==> src/cbt_defines.svh <==
// Register offsets, field positions, reset values and timing counts
`ifndef CBT_DEFINES_SVH
`define CBT_DEFINES_SVH

// Register byte addresses
`define CBT_OFS_CFG2       12'h000
`define CBT_OFS_WORD2      12'h004
`define CBT_OFS_WORD3      12'h008

// Bit timing configuration fields
`define CBT_CFG2_WAKE_BIT  14
`define CBT_CFG2_PH2_LSB   8
`define CBT_CFG2_PH2SEL    7
`define CBT_CFG2_TRI_BIT   6
`define CBT_CFG2_PH1_LSB   3
`define CBT_CFG2_PROP_LSB  0
`define CBT_CFG2_WMASK     16'h47FF

// Message buffer word 2 fields
`define CBT_W2_RTR_BIT     9
`define CBT_W2_RSVH_BIT    8
`define CBT_W2_RSVL_BIT    4
`define CBT_W2_DLC_LSB     0
`define CBT_W2_WMASK       16'hFF1F

// Message buffer word 3 fields
`define CBT_W3_BYTE1_LSB   8
`define CBT_W3_BYTE0_LSB   0

// Reset values
`define CBT_RST_CFG2       16'h0000
`define CBT_RST_WORD2      16'h0000
`define CBT_RST_WORD3      16'h0000

// Timing counts in pclk cycles and time quanta
`define CBT_TQ_DIV         8'h04
`define CBT_PROC_TQ        4'h2
`define CBT_FILT_CYC       4'h4

`endif

==> src/cbt_pkg.sv <==
// Types shared by the bit timing and message buffer block
package cbt_pkg;
   // Segment of the nominal bit time
   typedef enum logic [1:0] {
      SEG_SYNC,
      SEG_PROP,
      SEG_PH1,
      SEG_PH2
   } cbt_seg_type;
endpackage

==> src/cbt_top.sv <==
// CAN bit timing engine and message buffer words 2 and 3 behind an APB slave
//
// Overview of operation
// - Wake filter select routes glitch filter to wake
// - Phase 2 length is field plus one
// - Select: programmed phase 2, else max(ph1, processing)
// - Extended frame: remote bit makes remote request
// - Standard frame ignores the remote bit
// - Data length code sits in word 2 bits 3:0
// - Second data byte in word 3 upper byte
// - First data byte in word 3 lower byte
// - Word 2 bits 7:5 read as zero
//
// The implementer's own choices: the address map and the APB register port.
`timescale 1ns/1ps
`default_nettype none
`include "cbt_defines.svh"

module cbt_top (
   input  wire logic        pclk,           // 250 MHz clock
   input  wire logic        presetn,        // Async reset, active low
   input  wire logic        ce,             // Clock enable, freezes all state when low
   input  wire logic        psel,           // APB select
   input  wire logic        penable,        // APB access phase
   input  wire logic        pwrite,         // APB direction
   input  wire logic [11:0] paddr,          // APB byte address
   input  wire logic [31:0] pwdata,         // APB write data
   input  wire logic [3:0]  pstrb,          // APB byte strobes
   output logic      [31:0] prdata,         // APB read data
   output logic             pready,         // APB ready
   output logic             pslverr,        // APB error on unmapped address
   input  wire logic        can_rx,         // Bus line, 0 is dominant
   input  wire logic        ide_flag,       // Extended identifier flag of the message
   output logic             sample_point,   // Pulse at the sample point
   output logic             rx_bit,         // Bit value taken at the sample point
   output logic             bit_end,        // Pulse at the end of each bit time
   output logic             wake_event,     // Pulse on a dominant edge seen by wake logic
   output logic             remote_frame,   // Message is a remote request
   output logic      [3:0]  data_len,       // Data length code
   output logic      [7:0]  data_byte0,     // First data byte
   output logic      [7:0]  data_byte1      // Second data byte
);

   // Register storage
   logic [15:0] cfg_q, cfg_d;               // Bit timing configuration
   logic [15:0] w2_q, w2_d;                 // Buffer word 2
   logic [15:0] w3_q, w3_d;                 // Buffer word 3
   logic [31:0] prdata_q, prdata_d;         // Registered read data
   logic        pready_q, pready_d;         // Registered ready
   logic        pslverr_q, pslverr_d;       // Registered error
   logic        remote_q, remote_d;         // Registered frame type

   // Bus decode helpers
   logic        acc_first;                  // First access cycle, answer built here
   logic        acc_done;                   // Completing edge of the transfer
   logic        hit_cfg, hit_w2, hit_w3;    // Address matches
   logic [15:0] wmask;                      // Byte lanes that the write touches

   // Decode: one wait state so read data and ready leave flip-flops
   always_comb begin
      acc_first = psel & penable & ~pready_q;
      acc_done  = psel & penable & pready_q;
      hit_cfg   = (paddr == `CBT_OFS_CFG2);
      hit_w2    = (paddr == `CBT_OFS_WORD2);
      hit_w3    = (paddr == `CBT_OFS_WORD3);
      wmask     = {{8{pstrb[1]}}, {8{pstrb[0]}}};
   end

   // Register file next state
   always_comb begin
      cfg_d     = cfg_q;
      w2_d      = w2_q;
      w3_d      = w3_q;
      prdata_d  = prdata_q;
      pready_d  = 1'b0;
      pslverr_d = 1'b0;
      if (acc_first) begin
         // Answer one cycle into the access phase
         pready_d  = 1'b1;
         pslverr_d = ~(hit_cfg | hit_w2 | hit_w3);
         if (hit_cfg) begin
            prdata_d = {16'h0000, cfg_q};
         end else if (hit_w2) begin
            // Bits 7:5 are held at zero in storage
            prdata_d = {16'h0000, w2_q};
         end else if (hit_w3) begin
            prdata_d = {16'h0000, w3_q};
         end else begin
            prdata_d = 32'h00000000;
         end
      end
      if (acc_done & pwrite) begin
         // Write lands only on the completing edge
         if (hit_cfg) begin
            cfg_d = (cfg_q & ~(wmask & `CBT_CFG2_WMASK))
                  | (pwdata[15:0] & wmask & `CBT_CFG2_WMASK);
         end
         if (hit_w2) begin
            // Reserved bits are stored as written; software keeps them zero
            w2_d = (w2_q & ~(wmask & `CBT_W2_WMASK))
                 | (pwdata[15:0] & wmask & `CBT_W2_WMASK);
         end
         if (hit_w3) begin
            w3_d = (w3_q & ~wmask) | (pwdata[15:0] & wmask);
         end
      end
   end

   // Frame type: remote bit counts only for extended messages
   always_comb begin
      remote_d = ide_flag & w2_q[`CBT_W2_RTR_BIT];
   end

   // Register file flip-flops
   always_ff @(posedge pclk or negedge presetn) begin
      if (!presetn) begin
         cfg_q     <= `CBT_RST_CFG2;
         w2_q      <= `CBT_RST_WORD2;
         w3_q      <= `CBT_RST_WORD3;
         prdata_q  <= 32'h00000000;
         pready_q  <= 1'b0;
         pslverr_q <= 1'b0;
         remote_q  <= 1'b0;
      end else if (ce) begin
         cfg_q     <= cfg_d;
         w2_q      <= w2_d;
         w3_q      <= w3_d;
         prdata_q  <= prdata_d;
         pready_q  <= pready_d;
         pslverr_q <= pslverr_d;
         remote_q  <= remote_d;
      end
   end

   // Configuration fields
   logic       wake_sel;                    // Glitch filter on wake path
   logic       ph2_sel;                     // Phase 2 freely programmable
   logic       tri_sel;                     // Triple sampling
   logic [3:0] prop_len;                    // Propagation length in quanta
   logic [3:0] ph1_len;                     // Phase 1 length in quanta
   logic [3:0] ph2_prog;                    // Programmed phase 2 length
   logic [3:0] ph2_len;                     // Effective phase 2 length

   // Segment lengths in time quanta
   always_comb begin
      wake_sel = cfg_q[`CBT_CFG2_WAKE_BIT];
      ph2_sel  = cfg_q[`CBT_CFG2_PH2SEL];
      tri_sel  = cfg_q[`CBT_CFG2_TRI_BIT];
      prop_len = {1'b0, cfg_q[`CBT_CFG2_PROP_LSB +: 3]} + 4'h1;
      ph1_len  = {1'b0, cfg_q[`CBT_CFG2_PH1_LSB +: 3]} + 4'h1;
      ph2_prog = {1'b0, cfg_q[`CBT_CFG2_PH2_LSB +: 3]} + 4'h1;
      if (ph2_sel) begin
         ph2_len = ph2_prog;
      end else if (ph1_len > `CBT_PROC_TQ) begin
         ph2_len = ph1_len;
      end else begin
         ph2_len = `CBT_PROC_TQ;
      end
   end

   // Bit timing state
   cbt_pkg::cbt_seg_type seg_q, seg_d;      // Current segment
   logic [7:0] div_q, div_d;                // Quantum prescaler
   logic [3:0] left_q, left_d;              // Quanta left in segment minus one
   logic [2:0] hist_q, hist_d;              // Bus samples, one per quantum
   logic       rxb_q, rxb_d;                // Sampled bit
   logic       sp_q, sp_d;                  // Sample point pulse
   logic       be_q, be_d;                  // Bit end pulse
   logic       tick;                        // One pclk per time quantum
   logic [2:0] hist_n;                      // History including this quantum

   // Segment sequencer; no resynchronisation, the bit time is nominal only
   always_comb begin
      tick   = (div_q == 8'h00);
      div_d  = tick ? (`CBT_TQ_DIV - 8'h01) : (div_q - 8'h01);
      seg_d  = seg_q;
      left_d = left_q;
      hist_n = {hist_q[1:0], can_rx};
      hist_d = hist_q;
      rxb_d  = rxb_q;
      sp_d   = 1'b0;
      be_d   = 1'b0;
      if (tick) begin
         hist_d = hist_n;
         if (left_q != 4'h0) begin
            left_d = left_q - 4'h1;
         end else begin
            unique case (seg_q)
               cbt_pkg::SEG_SYNC: begin
                  seg_d  = cbt_pkg::SEG_PROP;
                  left_d = prop_len - 4'h1;
               end
               cbt_pkg::SEG_PROP: begin
                  seg_d  = cbt_pkg::SEG_PH1;
                  left_d = ph1_len - 4'h1;
               end
               cbt_pkg::SEG_PH1: begin
                  // Sample point closes phase 1
                  seg_d  = cbt_pkg::SEG_PH2;
                  left_d = ph2_len - 4'h1;
                  sp_d   = 1'b1;
                  if (tri_sel) begin
                     // Majority of the last three quanta
                     rxb_d = (hist_n[0] & hist_n[1]) | (hist_n[0] & hist_n[2])
                           | (hist_n[1] & hist_n[2]);
                  end else begin
                     rxb_d = can_rx;
                  end
               end
               cbt_pkg::SEG_PH2: begin
                  seg_d  = cbt_pkg::SEG_SYNC;
                  left_d = 4'h0;
                  be_d   = 1'b1;
               end
            endcase
         end
      end
   end

   // Bit timing flip-flops
   always_ff @(posedge pclk or negedge presetn) begin
      if (!presetn) begin
         seg_q  <= cbt_pkg::SEG_SYNC;
         div_q  <= 8'h00;
         left_q <= 4'h0;
         hist_q <= 3'h7;
         rxb_q  <= 1'b1;
         sp_q   <= 1'b0;
         be_q   <= 1'b0;
      end else if (ce) begin
         seg_q  <= seg_d;
         div_q  <= div_d;
         left_q <= left_d;
         hist_q <= hist_d;
         rxb_q  <= rxb_d;
         sp_q   <= sp_d;
         be_q   <= be_d;
      end
   end

   // Wake path state
   logic       filt_q, filt_d;              // Filtered bus level
   logic [3:0] fcnt_q, fcnt_d;              // Cycles the raw level differs
   logic       wprev_q, wprev_d;            // Previous wake source level
   logic       wake_q, wake_d;              // Wake pulse
   logic       wsrc;                        // Level seen by wake logic

   // Glitch filter: a level change must hold for a fixed run of cycles
   always_comb begin
      filt_d = filt_q;
      fcnt_d = 4'h0;
      if (can_rx != filt_q) begin
         if (fcnt_q == (`CBT_FILT_CYC - 4'h1)) begin
            filt_d = can_rx;
         end else begin
            fcnt_d = fcnt_q + 4'h1;
         end
      end
      // Unfiltered wake reacts faster but also to spikes
      wsrc    = wake_sel ? filt_q : can_rx;
      wprev_d = wsrc;
      wake_d  = wprev_q & ~wsrc;
   end

   // Wake path flip-flops
   always_ff @(posedge pclk or negedge presetn) begin
      if (!presetn) begin
         filt_q  <= 1'b1;
         fcnt_q  <= 4'h0;
         wprev_q <= 1'b1;
         wake_q  <= 1'b0;
      end else if (ce) begin
         filt_q  <= filt_d;
         fcnt_q  <= fcnt_d;
         wprev_q <= wprev_d;
         wake_q  <= wake_d;
      end
   end

   // Outputs straight from flip-flops
   assign prdata       = prdata_q;
   assign pready       = pready_q;
   assign pslverr      = pslverr_q;
   assign sample_point = sp_q;
   assign rx_bit       = rxb_q;
   assign bit_end      = be_q;
   assign wake_event   = wake_q;
   assign remote_frame = remote_q;
   assign data_len     = w2_q[`CBT_W2_DLC_LSB +: 4];
   assign data_byte0   = w3_q[`CBT_W3_BYTE0_LSB +: 8];
   assign data_byte1   = w3_q[`CBT_W3_BYTE1_LSB +: 8];

endmodule

`default_nettype wire

==> config.mk <==
export PLATFORM = sky130hd
export DESIGN_NAME = cbt_top
export DESIGN_NICKNAME = d
export VERILOG_FILES = /design/src/cbt_pkg.sv /design/src/cbt_top.sv
export VERILOG_INCLUDE_DIRS = /design/src
export SDC_FILE = /design/constraint.sdc
export NUM_CORES = 1
export LEC_CHECK = 0
export BUFFER_PORTS_ARGS = -buffer_cell sky130_fd_sc_hd__clkbuf_2
export CORE_UTILIZATION = 48
export DETAILED_ROUTE_END_ITERATION = 12
export PLACE_DENSITY_LB_ADDON = 0.15
export SLEW_MARGIN = 20
export SYNTH_ARGS = -nofsm -noshare
export SYNTH_HDL_FRONTEND = slang
export SYNTH_SLANG_ARGS = --single-unit
==> constraint.sdc <==
create_clock -name pclk -period 1.85 [get_ports pclk]
set_input_delay 0.0925 -clock pclk [delete_from_list [all_inputs] [get_ports pclk]]
set_output_delay 0.0925 -clock pclk [all_outputs]
set_load 0.005 [all_outputs]
# Word-level counts from Yosys, hierarchy flattened

Cells that the tools add are included.

Register bits: 109
Output and inout bits: 59
Word-level logic and storage cells: 95

Add/subtract/negate cells: 9
Order comparisons: 1
Equality and inequality tests: 7
Multiplexer cells: 21
Bitwise operators: 27
Reduce and logical (&&, ||, !) cells: 12

Operators by type and width:

| cell                                                           | number |
|---|---|
| bitwise AND 16 bit                                             | 4 |
| two-way mux 16 bit                                             | 3 |
| NOT 16 bit                                                     | 2 |
| bitwise OR 16 bit                                              | 2 |
| two-way mux 4 bit                                              | 5 |
| NOT 15 -> 16 bit                                               | 1 |
| bitwise OR 16 x 15 -> 16 bit                                   | 1 |
| one-hot mux 4 bit (4 select lines)                             | 1 |
| subtractor 4 x 1 -> 4 bit (second input constant)              | 4 |
| AND reduction 3 bit                                            | 5 |
| adder 3 x 1 -> 4 bit (second input constant)                   | 3 |
| == test 12 x 3 -> 1 bit (second input constant)                | 1 |
| == test 12 x 4 -> 1 bit (second input constant)                | 1 |
| logical NOT 12 bit                                             | 1 |
| two-way mux 1 bit                                              | 10 |
| bitwise AND 1 bit                                              | 9 |
| logical NOT 8 bit                                              | 1 |
| two-way mux 8 bit                                              | 1 |
| one-hot mux 2 bit (4 select lines)                             | 1 |
| subtractor 8 x 1 -> 8 bit (second input constant)              | 1 |
| adder 4 x 1 -> 4 bit (second input constant)                   | 1 |
| == test 2 bit (second input constant)                          | 2 |
| == test 4 x 2 -> 1 bit (second input constant)                 | 1 |
| greater-than comparator 4 x 2 -> 1 bit (second input constant) | 1 |
| 8 further kinds                                                | 15 |

# Logic depth before layout (Yosys ltp)

Depth in word-level cells: 7
Gate-level depth with buffers: 9
Depth with buffers taken out: 9

# Worst setup path after synthesis

OpenSTA, ideal clock, no wires.

Kind: register to register
Start: reg seg_q[0]
End: reg left_q[1]
Setup time: 0.130 ns
Data arrival time: 1.741 ns
Setup slack: -0.021 ns
Stages on the path, launching flop included: 10
Path buffers: 0
Clock period less this slack: 1.871 ns
Cells stage by stage: dfrtp_1 -> inv_1 -> ha_1 -> nor3b_1 -> o22ai_1 -> ha_1 -> inv_1 -> a221oi_1 -> a211o_1 -> o21ai_0

Longest elaborated chain between the ends: 3
Elaborated cells on any way between the ends: 6

Ends and longest elaborated chain:

| what                                        | line           | text |
|---|---|---|
| from (decl)                                 | cbt_top.sv:162 | `cbt_pkg::cbt_seg_type seg_q, seg_d;` |
| from (signal assigned)                      | cbt_top.sv:223 | `seg_q <= cbt_pkg::SEG_SYNC;` |
| from (signal assigned)                      | cbt_top.sv:231 | `seg_q <= seg_d;` |
| == test 2 bit, or another cell as far along | cbt_top.sv:188 | `unique case (seg_q)` |
| one-hot mux 4 bit (4 select lines) *        | cbt_top.sv:188 |  |
| two-way mux 4 bit *                         | cbt_top.sv:185 | `if (left_q != 4'h0) begin` |
| to (signal assigned)                        | cbt_top.sv:233 | `left_q <= left_d;` |
| to (decl)                                   | cbt_top.sv:164 | `logic [3:0] left_q, left_d;` |

Mark *: on every way between the ends. The rest lies on a longest branch, timed or not.
A chain may end at the register's enable or synchronous reset.

# Worst setup path after layout

Start: reg seg_q[1]
End: reg left_q[1]

Same word-level chain as after synthesis.

==> flow_summary.ini <==
[logic_synthesis]
synthArstFlopShare_pct = 100.0
synthTopCellsByCount = 81 x dfrtp_1, 41 x mux2_2, 39 x nand2_1
ys_seq_elements = 86
avgSynthCellArea_um2 = 11.10
synth_top_family_by_area = simple AND/OR/NAND/NOR gates
synth.distinct_cells = 53
synth_area_leaders = dfrtp_1 47%, mux2_2 11%, buf_4 3.4%
syn_area_mm2 = 0.004353
synth_top_area_share_pct = 46.57
synthMuxAreaShare_pct = 12.91
synth_xor_xnor_area_share_pct = 1.811
synth-compound-area-share_pct = 11.01
synth-main-ff-cell = dfrtp_1
synth-edff-count = 0
synth_fa_ha_area_share_pct = 2.874
ys_warn_count = 0
netlist_instances = 392
synth-simple-area-share_pct = 15.18
synth_top_cell_by_area = dfrtp_1
yosysMostFrequentCell = dfrtp_1
yosysSeqAreaShare_pct = 49.58

[worst_setup_path]
critPathTopFamily = compound AO/OA/AOI/OAI gates
crit_buf_inv = 1
crit_path_end_kind = flop
crit_arrival_ns = 2.08
critPathLaunchType = flop
reg2reg_to = left_q[1]$_DFFE_PN0P_
slowest_delay_ns = 0.43
crit_chain = ha_4 -> nor3b_4 -> o22a_1 -> ha_1 -> inv_2 -> a221oi_2 -> a211o_1 -> o21ai_1
critical_path_peak_fanout = 5
setup.worst_path.class = reg -> reg
crit_path_top_delay_cell = dfrtp_1
rr_worst_depth = 8
crit_required_ns = 2.09
r2r_start = seg_q[1]$_DFFE_PN0P_
rrSetupSlack_ns = 0.01

[global_route]
grt_pass1_vias = 3277
grt_max_degree = 87
overflow = 0
grt_use_total_pct = 21.57
antenna_found_initial = 0
grt_first_pass_wirelength_um = 16170

[clock_network]
clk_path_buf_depth = 2
cts_max_level = 3
clockRootBuffer = clkbuf_8
path_clk_slew_ns = 0.08
cts_sinks = 86
cts_tree = done
numCtsBuffers = 9
clock_latency_ns = 0.36

[placement]
hpwl_um = 6803
place_inst = 592
place_congestion = 0.7560
portBuffers = 80

[floorplan]
core-area_mm2 = 0.008763
die-area_mm2 = 0.009454
die_height_um = 97.23
start_util_pct = 49.67
die_w_um = 97.23
rows = 34
io_pins = 115

[detailed_routing]
routed_wl_um = 9545
vias = 3288
postRouteAntennaNets = 0
routedWlPerCell_um = 15.37
drc = 0
dr.pass1.iters = 4
avgViaCountPerCell = 5.295
drt_iter0_markers = 119

[cells_and_area]
layout-drive-gt1-share_pct = 38.01
diodes = 0
final_cells = 621
fillers = 762
area_delta_synth_final_pct = 23.60
final_nets = 574

[power]
p_leak_nw = 2.727
ir_drop_mv = 0.4163
power_density_mw_per_mm2 = 871.2

[sta]
drv_slew = 0
finalSetupViolations = 0
hold_viol = 0
skew_ns = 0.009035
grt_setup_unrepaired = yes
timing.final.crit_share_pct = 99.45
fin_crit_ns = 1.840
fmax_mhz = 543.5
whs_ns = 0.01315

[hold_path]
hold_class = in -> reg
hold_depth = 2
min-delay-start = pwdata[10]

[run_status]
status = finished, final reports clean

[job]
cap_violations = 0
==> worst reg2reg max path: stages, from the launching register on <==
cell and delay (ns):
dfrtp_1 0.43, ha_4 0.19, nor3b_4 0.15, o22a_1 0.21
ha_1 0.29, inv_2 0.04, a221oi_2 0.23, a211o_1 0.13
o21ai_1 0.06
==> stage by stage <==
stage | power [mW] | cell area (µm²) | setup TNS [ns] | setup slack (ns) | util (%)
3_3_place_gp | 3.052 | 4985 | -0.004774 | -0.004774 | 56.88
6_report | 4.687 | 5380 | 0 | 0.01023 | 61.39
3_5_place_dp | 3.096 | 4985 | -0.07575 | -0.07575 | 56.88
5_1_grt | 4.959 | 5380 | -0.02890 | -0.02365 | 61.39
4_1_cts | 4.704 | 5366 | 0 | 0.03239 | 61.24
2_1_floorplan | 2.809 | 4414 | 0 | 0.008019 | -
==> worst max-delay path by stage <==
| stage | from | end | slack (ns) | cells after the start |
|---|---|---|---|---|
| floorplan | seg_q[0]$_DFFE_PN0P_ | left_q[1]$_DFFE_PN0P_ | 0.008 | 9 |
| global placement | seg_q[0]$_DFFE_PN0P_ | left_q[1]$_DFFE_PN0P_ | -0.005 | 9 |
| detailed placement | seg_q[0]$_DFFE_PN0P_ | left_q[1]$_DFFE_PN0P_ | -0.08 | 9 |
| CTS | seg_q[0]$_DFFE_PN0P_ | left_q[1]$_DFFE_PN0P_ | 0.03 | 9 |
| global route | seg_q[1]$_DFFE_PN0P_ | left_q[1]$_DFFE_PN0P_ | -0.02 | 8 |
| finish | seg_q[1]$_DFFE_PN0P_ | left_q[1]$_DFFE_PN0P_ | 0.01 | 8 |
==> layout by cell type (no fill, tap or decap), types with 3 or more instances in the layout <==
cell type,n
dfrtp_1,81
clkbuf_2,79
mux2_2,41
nand2_1,39
buf_4,27
o21ai_0,25
inv_1,22
conb_1,16
a21oi_1,15
nor2_1,12
nor2b_1,12
dlygate4sd3_1,12
nand3_1,10
o221ai_1,9
ha_1,9
clkbuf_8,9
a22oi_1,7
xor2_1,6
o31ai_1,5
dfstp_2,5
and3_1,4
mux2i_1,4
mux2_4,4
a21o_1,3
nor2_2,3
nor2_4,3
nor2_8,3
xnor2_1,3
clkbuf_1,3
bufinv_16,3
==> cells by family after synthesis <==
kind of cell,after synthesis
AO/OA/AOI/OAI,75
XOR/XNOR,9
adder cells (fa/ha/maj),10
AND/OR/NAND/NOR,108
other,1
flip-flops,86
buffers and inverters,54
multiplexers,49
==> final cells by class <==
type | count | area, µm² | area share, %
Sequential cell | 86 | 2158 | 40.12
Multi-Input combinational cell | 267 | 2008 | 37.33
Timing Repair Buffer | 120 | 758.2 | 14.09
Clock buffer | 12 | 135.1 | 2.512
Tap cell | 108 | 135.1 | 2.512
Clock inverter | 4 | 95.09 | 1.767
Inverter | 24 | 90.09 | 1.674
==> layer usage <==
| layer | wire [µm] | GRT usage (%) |
|---|---|---|
| met1 | 4388 | 28.87 |
| met5 | 0 | 0 |
| met3 | 386 | 4.101 |
| met4 | 171 | 8.597 |
| met2 | 4598 | 34.72 |
==> where the power goes <==
group,internal [mW],switching (mW),total [mW]
Clock,0.897,0.648,1.55
Sequential,2.09,0.172,2.26
Combinational,0.415,0.466,0.881
Total,3.40,1.29,4.69
==> timing repair <==
action                     4_1_cts  5_1_grt
hold endpoints to repair       100        0
pin swaps                        0        1
gates resized for setup          6        4
hold buffers                    12        0
setup buffers                    0        1
setup endpoints to repair        1        3
(Power assumes the default switching activity.)
